**config.mk**
```make
export PLATFORM = sky130hd
export DESIGN_NAME = mac_slice
export DESIGN_NICKNAME = d
export VERILOG_FILES = /design/src/mac_slice_pkg.sv /design/src/instr_rom.sv /design/src/pipe_config.sv /design/src/mac_slice.sv
export SDC_FILE = /design/constraint.sdc
export NUM_CORES = 1
export LEC_CHECK = 0
export BUFFER_PORTS_ARGS = -buffer_cell sky130_fd_sc_hd__buf_2
export CORE_AREA = 2 2 116 118
export CTS_CLUSTER_SIZE = 30
export DETAILED_ROUTE_END_ITERATION = 8
export DIE_AREA = 0 0 118 120
export PLACE_DENSITY = 0.61
export SYNTH_ARGS = -nofsm -noshare
export SYNTH_HDL_FRONTEND = slang
export SYNTH_SLANG_ARGS = --single-unit
```
**constraint.sdc**
```tcl
create_clock -name clk_in -period 3.9 [get_ports clk_in]
set_input_delay 0.975 -clock clk_in [delete_from_list [all_inputs] [get_ports clk_in]]
set_output_delay 0.975 -clock clk_in [all_outputs]
set_load 0.02 [all_outputs]
```
**src/mac_slice_pkg.sv**
```systemverilog
/*
  Shared constants and carrier types for the instruction-driven multiply-add slice.
  Assumes a single clock domain; the register map is the only bus-visible contract.
*/
package mac_slice_pkg;

  localparam int ACC_W       = 48;
  localparam int A_W         = 18;
  localparam int B_W         = 18;
  localparam int C_W         = 48;
  localparam int SEL_W       = 6;
  localparam int MAX_INSTR   = 64;
  localparam int FEED_SHIFT  = 17;
  localparam int TIER_COUNT  = 6;

  // register byte offsets on the bus
  localparam logic [3:0] OFS_CTRL    = 4'h0;
  localparam logic [3:0] OFS_STATUS  = 4'h4;
  localparam logic [3:0] OFS_RES_LO  = 4'h8;
  localparam logic [3:0] OFS_RES_HI  = 4'hC;

  // control register fields
  localparam int CTRL_EN_BIT   = 0;
  localparam int CTRL_CLR_BIT  = 1;
  localparam logic [1:0] CTRL_RESET = 2'h1;

  localparam logic [31:0] UNMAPPED_READ = 32'h0000_0000;

  typedef enum logic [1:0] {
    PIPE_AUTO   = 2'h0,
    PIPE_TIER   = 2'h1,
    PIPE_EXPERT = 2'h2
  } pipe_mode_t;

  typedef enum logic [1:0] {
    FAM_MODERN  = 2'h0,
    FAM_PREADD  = 2'h1,
    FAM_OLDER   = 2'h2
  } family_t;

  typedef enum logic [1:0] {
    ZSRC_ZERO   = 2'h0,
    ZSRC_P      = 2'h1,
    ZSRC_P_SHR  = 2'h2,
    ZSRC_C      = 2'h3
  } z_src_t;

  // decoded internal control word: op mode, subtract, function, input mode
  typedef struct packed {
    z_src_t     z_src;
    logic       use_mult;
    logic       subtract;
    logic       carry_in;
    logic       round_mult;
    logic       use_preadd;
    logic [1:0] in_mode;
  } instr_t;

  localparam int INSTR_W = $bits(instr_t);

  // stage enables: a, b, c, sel(3), mult, sel(5), carry(5), p
  typedef struct packed {
    logic a_reg;
    logic b_reg;
    logic c_reg;
    logic sel3_reg;
    logic m_reg;
    logic sel5_reg;
    logic carry5_reg;
    logic p_reg;
  } stage_en_t;

  typedef struct packed {
    logic [A_W-1:0] a;
    logic [B_W-1:0] b;
    logic [C_W-1:0] c;
    logic [SEL_W-1:0] sel;
  } operand_t;

endpackage

```
**src/instr_rom.sv**
```systemverilog
/*
  Read-only instruction table: index selects a stored control word.
  Assumes the table contents are fixed at elaboration through a parameter.
*/
`timescale 1ns/1ps
module instr_rom #(
  parameter int N_INSTR = 4,
  parameter logic [mac_slice_pkg::MAX_INSTR*mac_slice_pkg::INSTR_W-1:0] TABLE = '0
) (
  input  wire logic [mac_slice_pkg::SEL_W-1:0] index_in,
  output mac_slice_pkg::instr_t                instr_out
);
  import mac_slice_pkg::*;

  instr_t rom [MAX_INSTR];

  // entry 0 is the first defined instruction, numbered upward
  generate
    for (genvar i = 0; i < MAX_INSTR; i++) begin : g_rom
      assign rom[i] = (i < N_INSTR) ? instr_t'(TABLE[i*INSTR_W +: INSTR_W]) : instr_t'('0); // RULE3 RULE2
    end
  endgenerate

  // out-of-range indices yield a harmless zero instruction
  assign instr_out = (int'(index_in) < N_INSTR) ? rom[index_in] : instr_t'('0); // RULE1
endmodule

```
**src/pipe_config.sv**
```systemverilog
/*
  Resolves pipeline mode and per-register requests into forced stage enables.
  Assumes all inputs are elaboration constants; output is pure combinational.
*/
`timescale 1ns/1ps
module pipe_config #(
  parameter mac_slice_pkg::pipe_mode_t MODE        = mac_slice_pkg::PIPE_AUTO,
  parameter mac_slice_pkg::family_t    FAMILY      = mac_slice_pkg::FAM_MODERN,
  parameter logic [5:0]                TIERS       = 6'h3F,
  parameter logic [7:0]                EXPERT_REGS = 8'hFF,
  parameter bit                        USES_P      = 1'b1,
  parameter bit                        USES_PREADD = 1'b0,
  parameter bit                        USES_ROUND  = 1'b0
) (
  output mac_slice_pkg::stage_en_t stage_out
);
  import mac_slice_pkg::*;

  stage_en_t tiered;
  stage_en_t expert;
  logic [5:0] t;

  always_comb begin
    t = TIERS;
    if (USES_P) begin
      t[5] = 1'b1; // RULE10
    end
    if (FAMILY == FAM_PREADD && USES_PREADD && t[4]) begin
      t[2] = 1'b1; // RULE11
    end
    // a tier enables every path at that stage
    tiered.a_reg      = t[0]; // RULE9
    tiered.b_reg      = t[0];
    tiered.c_reg      = t[1];
    tiered.sel3_reg   = t[2];
    tiered.m_reg      = t[3];
    tiered.sel5_reg   = t[4];
    tiered.carry5_reg = t[4];
    tiered.p_reg      = t[5];
  end

  always_comb begin
    expert = stage_en_t'(EXPERT_REGS);
    if (USES_P) begin
      expert.p_reg = 1'b1; // RULE12
    end
    if (FAMILY == FAM_PREADD) begin
      expert.carry5_reg = expert.sel5_reg; // RULE13
      if (expert.sel5_reg && USES_PREADD) begin
        expert.sel3_reg = 1'b1; // RULE14
      end
    end
    if (FAMILY == FAM_OLDER && USES_ROUND) begin
      expert.carry5_reg = 1'b1; // RULE15
    end
  end

  always_comb begin
    case (MODE) // RULE8
      PIPE_TIER:   stage_out = tiered;
      PIPE_EXPERT: stage_out = expert;
      PIPE_AUTO:   stage_out = stage_en_t'(8'hFF);
      default:     stage_out = stage_en_t'(8'hFF);
    endcase
  end
endmodule

```
**src/mac_slice.sv**
```systemverilog
/*
  Instruction-ROM multiply-add slice with configurable pipeline and cascade outputs.
  Assumes operands and select come from fabric logic on clk_in; an Avalon-MM
  master reaches the control/status registers. Any operand muxing is external.
*/
// The register offsets and the Avalon-MM register port were decided locally.
// Summary of operation
// RULE1: one to sixty-four instructions, each decoded into full control word.
// RULE2: read-only table; select input chooses the active instruction.
// RULE3: instructions numbered from zero in order of definition.
// RULE4: mode, subtract, function, input-mode come only from the selected instruction.
// RULE5: one shared enable and one shared synchronous clear drive all registers.
// RULE6: full precision result is 48 bits, whole accumulator.
// RULE7: narrower result keeps top bits, drops low bits, no rounding.
// RULE8: pipeline mode is automatic, per-tier or per-register.
// RULE9: an enabled tier registers every input path at that stage.
// RULE10: previous-result use forces tier six.
// RULE11: pre-adder family: tier five with pre-adder forces tier three.
// RULE12: per-register mode forces result register when result fed back.
// RULE13: pre-adder family: stage-five carry register follows stage-five select register.
// RULE14: pre-adder family: stage-five select plus pre-adder forces stage-three select.
// RULE15: older family: rounding forces stage-five carry register.
// RULE16: optional cascade outputs for A, B, carry and result.
// RULE17: driving logic muxes alternative operands externally.
// RULE18: wide signed multiply feeds 18-bit low/high halves in sequence.
// RULE19: selects 0..3 give A*B, A*B+P>>17, A*B+P, A*B+P>>17.
// RULE20: migrated designs keep the same pipeline selections.
// RULE21: enable low holds every enabled pipeline register.
// RULE22: synchronous clear zeroes every enabled register at next edge.
`timescale 1ns/1ps
module mac_slice #(
  parameter int                        N_INSTR     = 4,
  parameter logic [mac_slice_pkg::MAX_INSTR*mac_slice_pkg::INSTR_W-1:0] TABLE = '0,
  parameter int                        RESULT_W    = 48,
  parameter mac_slice_pkg::pipe_mode_t PIPE_MODE   = mac_slice_pkg::PIPE_AUTO,
  parameter mac_slice_pkg::family_t    FAMILY      = mac_slice_pkg::FAM_MODERN,
  parameter logic [5:0]                TIERS       = 6'h3F,
  parameter logic [7:0]                EXPERT_REGS = 8'hFF,
  parameter bit                        USES_P      = 1'b1,
  parameter bit                        USES_PREADD = 1'b0,
  parameter bit                        USES_ROUND  = 1'b0,
  parameter bit                        USE_A_OPERAND_CASCADE_OUT   = 1'b1,
  parameter bit                        USE_BCOUT   = 1'b1,
  parameter bit                        USE_CARRYCO = 1'b1,
  parameter bit                        USE_PCOUT   = 1'b1
) (
  input  wire logic                            clk_in,
  input  wire logic                            rst_b_in,
  input  wire logic                            enable_in,
  input  wire logic                            shared_sync_clear_in,
  input  wire mac_slice_pkg::operand_t         operand_in,
  input  wire logic [3:0]                      avs_address_in,
  input  wire logic                            avs_read_in,
  input  wire logic                            avs_write_in,
  input  wire logic [31:0]                     avs_writedata_in,
  input  wire logic [3:0]                      avs_byteenable_in,
  output logic [31:0]                          avs_readdata_out,
  output logic                                 avs_waitrequest_out,
  output logic [RESULT_W-1:0]                  result_out,
  output logic [mac_slice_pkg::A_W-1:0]        a_operand_cascade_out,
  output logic [mac_slice_pkg::B_W-1:0]        b_operand_cascade_out,
  output logic                                 carry_cascade_out,
  output logic [mac_slice_pkg::ACC_W-1:0]      result_cascade_out
);
  import mac_slice_pkg::*;

  typedef struct packed {
    logic [A_W-1:0]   a;
    logic [B_W-1:0]   b;
    logic [C_W-1:0]   c;
    logic [SEL_W-1:0] sel3;
    logic [SEL_W-1:0] sel5;
    logic [A_W+B_W-1:0] m;
    logic [ACC_W-1:0] c5;
    logic             carry5;
    logic [ACC_W-1:0] p;
    logic             p_carry;
    logic [1:0]       ctrl;
    logic             bus_ack;
    logic [31:0]      rdata;
  } state_t;

  state_t     r;
  state_t     next_r;
  stage_en_t  st;
  instr_t     ins;
  instr_t     ins3;
  logic       en_eff;
  logic       clr_eff;
  logic [A_W-1:0]   a_s;
  logic [B_W-1:0]   b_s;
  logic [C_W-1:0]   c_s;
  logic [SEL_W-1:0] sel_s3;
  logic [SEL_W-1:0] sel_s5;
  logic [A_W+B_W-1:0] mul_s;
  logic [ACC_W-1:0] prod_ext;
  logic [ACC_W-1:0] z_val;
  logic [ACC_W-1:0] sum;
  logic [ACC_W:0]   sum_full;
  logic             carry_s;
  logic             bus_req;

  pipe_config #(
    .MODE        (PIPE_MODE),
    .FAMILY      (FAMILY),
    .TIERS       (TIERS),
    .EXPERT_REGS (EXPERT_REGS),
    .USES_P      (USES_P),
    .USES_PREADD (USES_PREADD),
    .USES_ROUND  (USES_ROUND)
  ) u_pipe (
    .stage_out (st)
  );

  instr_rom #(
    .N_INSTR (N_INSTR),
    .TABLE   (TABLE)
  ) u_rom (
    .index_in  (sel_s5),
    .instr_out (ins)
  );

  // carry register loads with sel5, so it must decode the select entering that stage
  instr_rom #(
    .N_INSTR (N_INSTR),
    .TABLE   (TABLE)
  ) u_rom3 (
    .index_in  (sel_s3),
    .instr_out (ins3)
  );

  // pins and bus bits combine; either source may stall or clear the slice
  assign en_eff  = enable_in & r.ctrl[CTRL_EN_BIT]; // RULE5
  assign clr_eff = shared_sync_clear_in | r.ctrl[CTRL_CLR_BIT]; // RULE5

  // each stage either registered or bypassed per the resolved enables
  always_comb begin
    a_s     = st.a_reg ? r.a : operand_in.a; // RULE9
    b_s     = st.b_reg ? r.b : operand_in.b;
    c_s     = st.c_reg ? r.c : operand_in.c;
    sel_s3  = st.sel3_reg ? r.sel3 : operand_in.sel;
    sel_s5  = st.sel5_reg ? r.sel5 : sel_s3;
  end

  // signed multiply of the two input halves; low halves arrive with a zero sign bit
  always_comb begin
    mul_s    = st.m_reg ? r.m : (A_W+B_W)'($signed(a_s) * $signed(b_s));
    prod_ext = ACC_W'($signed(mul_s));
  end

  // all adder controls from the selected instruction only
  always_comb begin
    case (ins.z_src) // RULE4
      ZSRC_ZERO:  z_val = '0;
      ZSRC_P:     z_val = r.p; // RULE19
      ZSRC_P_SHR: z_val = ACC_W'($signed(r.p) >>> FEED_SHIFT); // RULE19 RULE18
      ZSRC_C:     z_val = c_s;
      default:    z_val = '0;
    endcase
    carry_s = st.carry5_reg ? r.carry5 : (ins.carry_in | ins.round_mult);
    if (ins.subtract) begin
      sum_full = {1'b0, z_val} - {1'b0, (ins.use_mult ? prod_ext : {ACC_W{1'b0}})} - {{ACC_W{1'b0}}, carry_s};
    end else begin
      sum_full = {1'b0, z_val} + {1'b0, (ins.use_mult ? prod_ext : {ACC_W{1'b0}})} + {{ACC_W{1'b0}}, carry_s};
    end
    sum = sum_full[ACC_W-1:0];
  end

  assign bus_req = (avs_read_in | avs_write_in) & ~r.bus_ack;

  always_comb begin
    next_r = r;
    next_r.bus_ack = bus_req;
    // pipeline registers: clear beats hold, hold beats load
    if (clr_eff) begin
      next_r.a = '0; // RULE22
      next_r.b = '0;
      next_r.c = '0;
      next_r.sel3 = '0;
      next_r.sel5 = '0;
      next_r.m = '0;
      next_r.carry5 = 1'b0;
      next_r.p = '0;
      next_r.p_carry = 1'b0;
    end else if (en_eff) begin // RULE21
      next_r.a = operand_in.a;
      next_r.b = operand_in.b;
      next_r.c = operand_in.c;
      next_r.sel3 = operand_in.sel;
      next_r.sel5 = sel_s3;
      next_r.m = (A_W+B_W)'($signed(a_s) * $signed(b_s));
      next_r.carry5 = ins3.carry_in | ins3.round_mult; // RULE13
      next_r.p = sum; // RULE6
      next_r.p_carry = sum_full[ACC_W];
    end
    // one wait state: request taken on the second edge
    if (bus_req) begin
      next_r.rdata = UNMAPPED_READ;
      case (avs_address_in)
        OFS_CTRL:   next_r.rdata = {30'h0, r.ctrl};
        OFS_STATUS: next_r.rdata = {16'h0, st, 2'h0, sel_s5};
        OFS_RES_LO: next_r.rdata = r.p[31:0];
        OFS_RES_HI: next_r.rdata = {16'h0, r.p[ACC_W-1:32]};
        default:    next_r.rdata = UNMAPPED_READ;
      endcase
    end
    // write lands on the accepting edge, when waitrequest is already low
    if (avs_write_in && r.bus_ack && avs_address_in == OFS_CTRL && avs_byteenable_in[0]) begin
      next_r.ctrl = avs_writedata_in[1:0];
    end
  end

  always_ff @(posedge clk_in or negedge rst_b_in) begin
    if (!rst_b_in) begin
      r      <= '0;
      r.ctrl <= CTRL_RESET;
    end else begin
      r <= next_r;
    end
  end

  assign avs_waitrequest_out = (avs_read_in | avs_write_in) & ~r.bus_ack;
  assign avs_readdata_out    = r.rdata;

  // result taps the top bits; low bits are simply dropped
  generate
    if (RESULT_W >= ACC_W) begin : g_full
      assign result_out = RESULT_W'(st.p_reg ? r.p : sum); // RULE6
    end else begin : g_trunc
      logic [ACC_W-1:0] p_sel;
      assign p_sel = st.p_reg ? r.p : sum;
      assign result_out = p_sel[ACC_W-1 -: RESULT_W]; // RULE7
    end
  endgenerate

  // unused cascades tie to zero so downstream slices see a clean input
  assign a_operand_cascade_out = USE_A_OPERAND_CASCADE_OUT   ? a_s : '0; // RULE16
  assign b_operand_cascade_out = USE_BCOUT   ? b_s : '0; // RULE16
  assign carry_cascade_out     = USE_CARRYCO ? r.p_carry : 1'b0; // RULE16
  assign result_cascade_out    = USE_PCOUT   ? r.p : '0; // RULE16
endmodule

```
==> results.cfg <==
[outcome]
status = finished, final reports clean

[cts]
clk_path_buf_depth = 2
root_buffer = clkbuf_16
cts_resized = 0
cts_hold_buffers = 0
cts_sinks = 58
htreeDepth = 3
worstSkewPairLatency_ns = 0.32
path_clk_slew_ns = 0.05
cts_buffers = 9
tritoncts = done
postCtsSetupBuffers = 0

[yosys]
ys.warnings.count = 0
async_reset_ff_share_pct = 100
yosysTopAreaCell = dfrtp_1
synth_edf_count = 0
syn_area_um2 = 3390
synth_seq_cells = 58
ys_seq_area_share_pct = 42.9
synthTopCellsByCount = buf_4 (171), dfrtp_1 (57), a22o_1 (48), nand2_1 (11)
synthTopCellsByArea = dfrtp_1 (42%), buf_4 (38%), a22o_1 (12%)
ys.flop_type = dfrtp_1
postSynthAreaPerCell_um2 = 10.8
synthMostInstantiatedCell = buf_4
yosys.area.top_type_share_pct = 42.1
ys_types = 21
netlist_instances = 313

[min_path]
hp-class = flop to flop

[detailed_routing]
drc = 0
wl_per_cell_um = 11.2
drtIter0Drc = 66
postRouteAntennaNets = 0
routed_wl_um = 6230
first_pass_iters = 6
vias = 1972
viasPerCell = 3.56

[layout]
final_nets = 509
drive_gt1_share_pct = 34.7
area_growth_pct = 6.61
diodes = 0
fill_cells = 1395

[place]
gp_congestion = 0.705
place_hpwl_um = 4730
dp_slack_ns = 1.30
port_buffers = 105

[grt]
grt_pass1_wl_um = 9350
globalRoute.busiestLayer = met2
antenna_found_initial = 1
globalRouteMet1Util_pct = 9.98
grt_usage_pct = 8.72
overflow = 0
grt_pass1_vias = 1758
grtUsageMet2_pct = 14.2
grtUsageMet3_pct = 3.37
grt_start_max_net_pins = 35

[floorplan]
die_h_um = 120
io_pins = 302
dieArea_um2 = 14200
num_rows = 42
fp.coreArea_um2 = 13000
initial_utilization_pct = 26.1
die_x_um = 118

[timing]
hold_viol = 0
rsz0062_at_grt = false
slew_headroom_pct = 49.5
fin_worst_skew_ns = 0.00526
slew_viol_final = 0
worst_slack_ns = 1.31
setup_violations = 0
post-route-period-util_pct = 66.5
max_freq_ghz = 0.386
period_needed_ns = 2.59
setup_tns_ns = 0
worst_pin_slew_ns = 0.758

[power]
p_per_area_nw_per_um2 = 467
p_leak_nw = 2.06
irDropWorstVdd_mv = 0.161

[flow_run]
max-cap-violations = 0

[setup_path]
cp.arrival_ns = 1.62
startpoint_type = primary input
critPathCaptureType = output pin
r2r_slack_ns = 2.50
path_class = primary input to output pin
required_ns = 2.92
crit_fanout = 13
==> layer usage <==
layer | routed length [um] | share of wire [%]
met5 | 0 | 0
met1 | 2520 | 41
met3 | 521 | 8.4
met4 | 133 | 2.1
met2 | 3050 | 49
==> worst max-delay path, cell delays in order <==
cell and delay, ns:
buf_2 0.10, o21bai_1 0.13, buf_4 0.19, inv_1 0.06, buf_2 0.15
==> report_power, final <==
part | internal [mW] | switching [mW]
combinational | 0.0603 | 0.197
clock | 0.528 | 0.257
sequential | 0.627 | 0.0166
==> final timing paths <==
kind,from,end,depth (start not counted)
setup / recovery,avs_write_in,avs_waitrequest_out,5
hold / removal,avs_readdata_out[2],avs_readdata_out[2],2
setup reg to reg,r[33],r[235],4
hold reg to reg,avs_readdata_out[2],avs_readdata_out[2],2
max in group asynchronous,rst_b_in,r[255],2
min in group asynchronous,rst_b_in,avs_readdata_out[14],1
==> registers in the layout, indices dropped and copies added (netlist names) <==
| signal | cells |
|---|---|
| r | 51 |
| avs_readdata_out | 7 |
==> cell families (layout without fill, tap and decap cells) <==
| group | after synthesis | count (layout) | share of synthesized area [%] |
|---|---|---|---|
| buffers and inverters | 177 | 128 | 38.7 |
| DFF | 58 | 58 | 42.9 |
| AOI/OAI and AO/OA | 56 | 56 | 13.9 |
| and+or+nand+nor | 16 | 16 | 2.81 |
| muxes | 5 | 5 | 1.59 |
| other | 1 | 115 | 0.111 |
==> final cells by class <==
cell class / instances / area (um2) / area share, %
clock inverters: 2 / 35.0 / 0.970
flip-flops and latches: 58 / 1450 / 40.2
inverters: 1 / 3.75 / 0.104
well taps: 176 / 220 / 6.10
repair buffers: 111 / 571 / 15.8
clock buffers: 14 / 264 / 7.31
multi-input cells: 192 / 1060 / 29.5
==> layout by cell type (no fill, tap or decap), types with 3 or more instances in the layout <==
cell,count
conb_1,115
buf_2,105
dfrtp_1,57
a22o_1,48
nand2_1,11
clkbuf_16,9
buf_4,6
o21ai_0,4
clkbuf_1,3
==> through the flow <==
step / instance area [um2] / std cells / power (mW) / util [%] / hold slack [ns]
6_report: 3610 / 554 / 1.69 / 27.8 / 0.482
5_1_grt: 3610 / 554 / 1.76 / 27.8 / 0.507
4_1_cts: 3610 / 554 / 1.72 / 27.8 / 0.490
3_5_place_dp: 3310 / 538 / 0.913 / 25.5 / 0.479
3_3_place_gp: 3310 / 538 / 0.909 / 25.5 / 0.465
2_1_floorplan: 3810 / 427 / 0.946 / - / 0.451
Power figures use the tool's default switching activity.
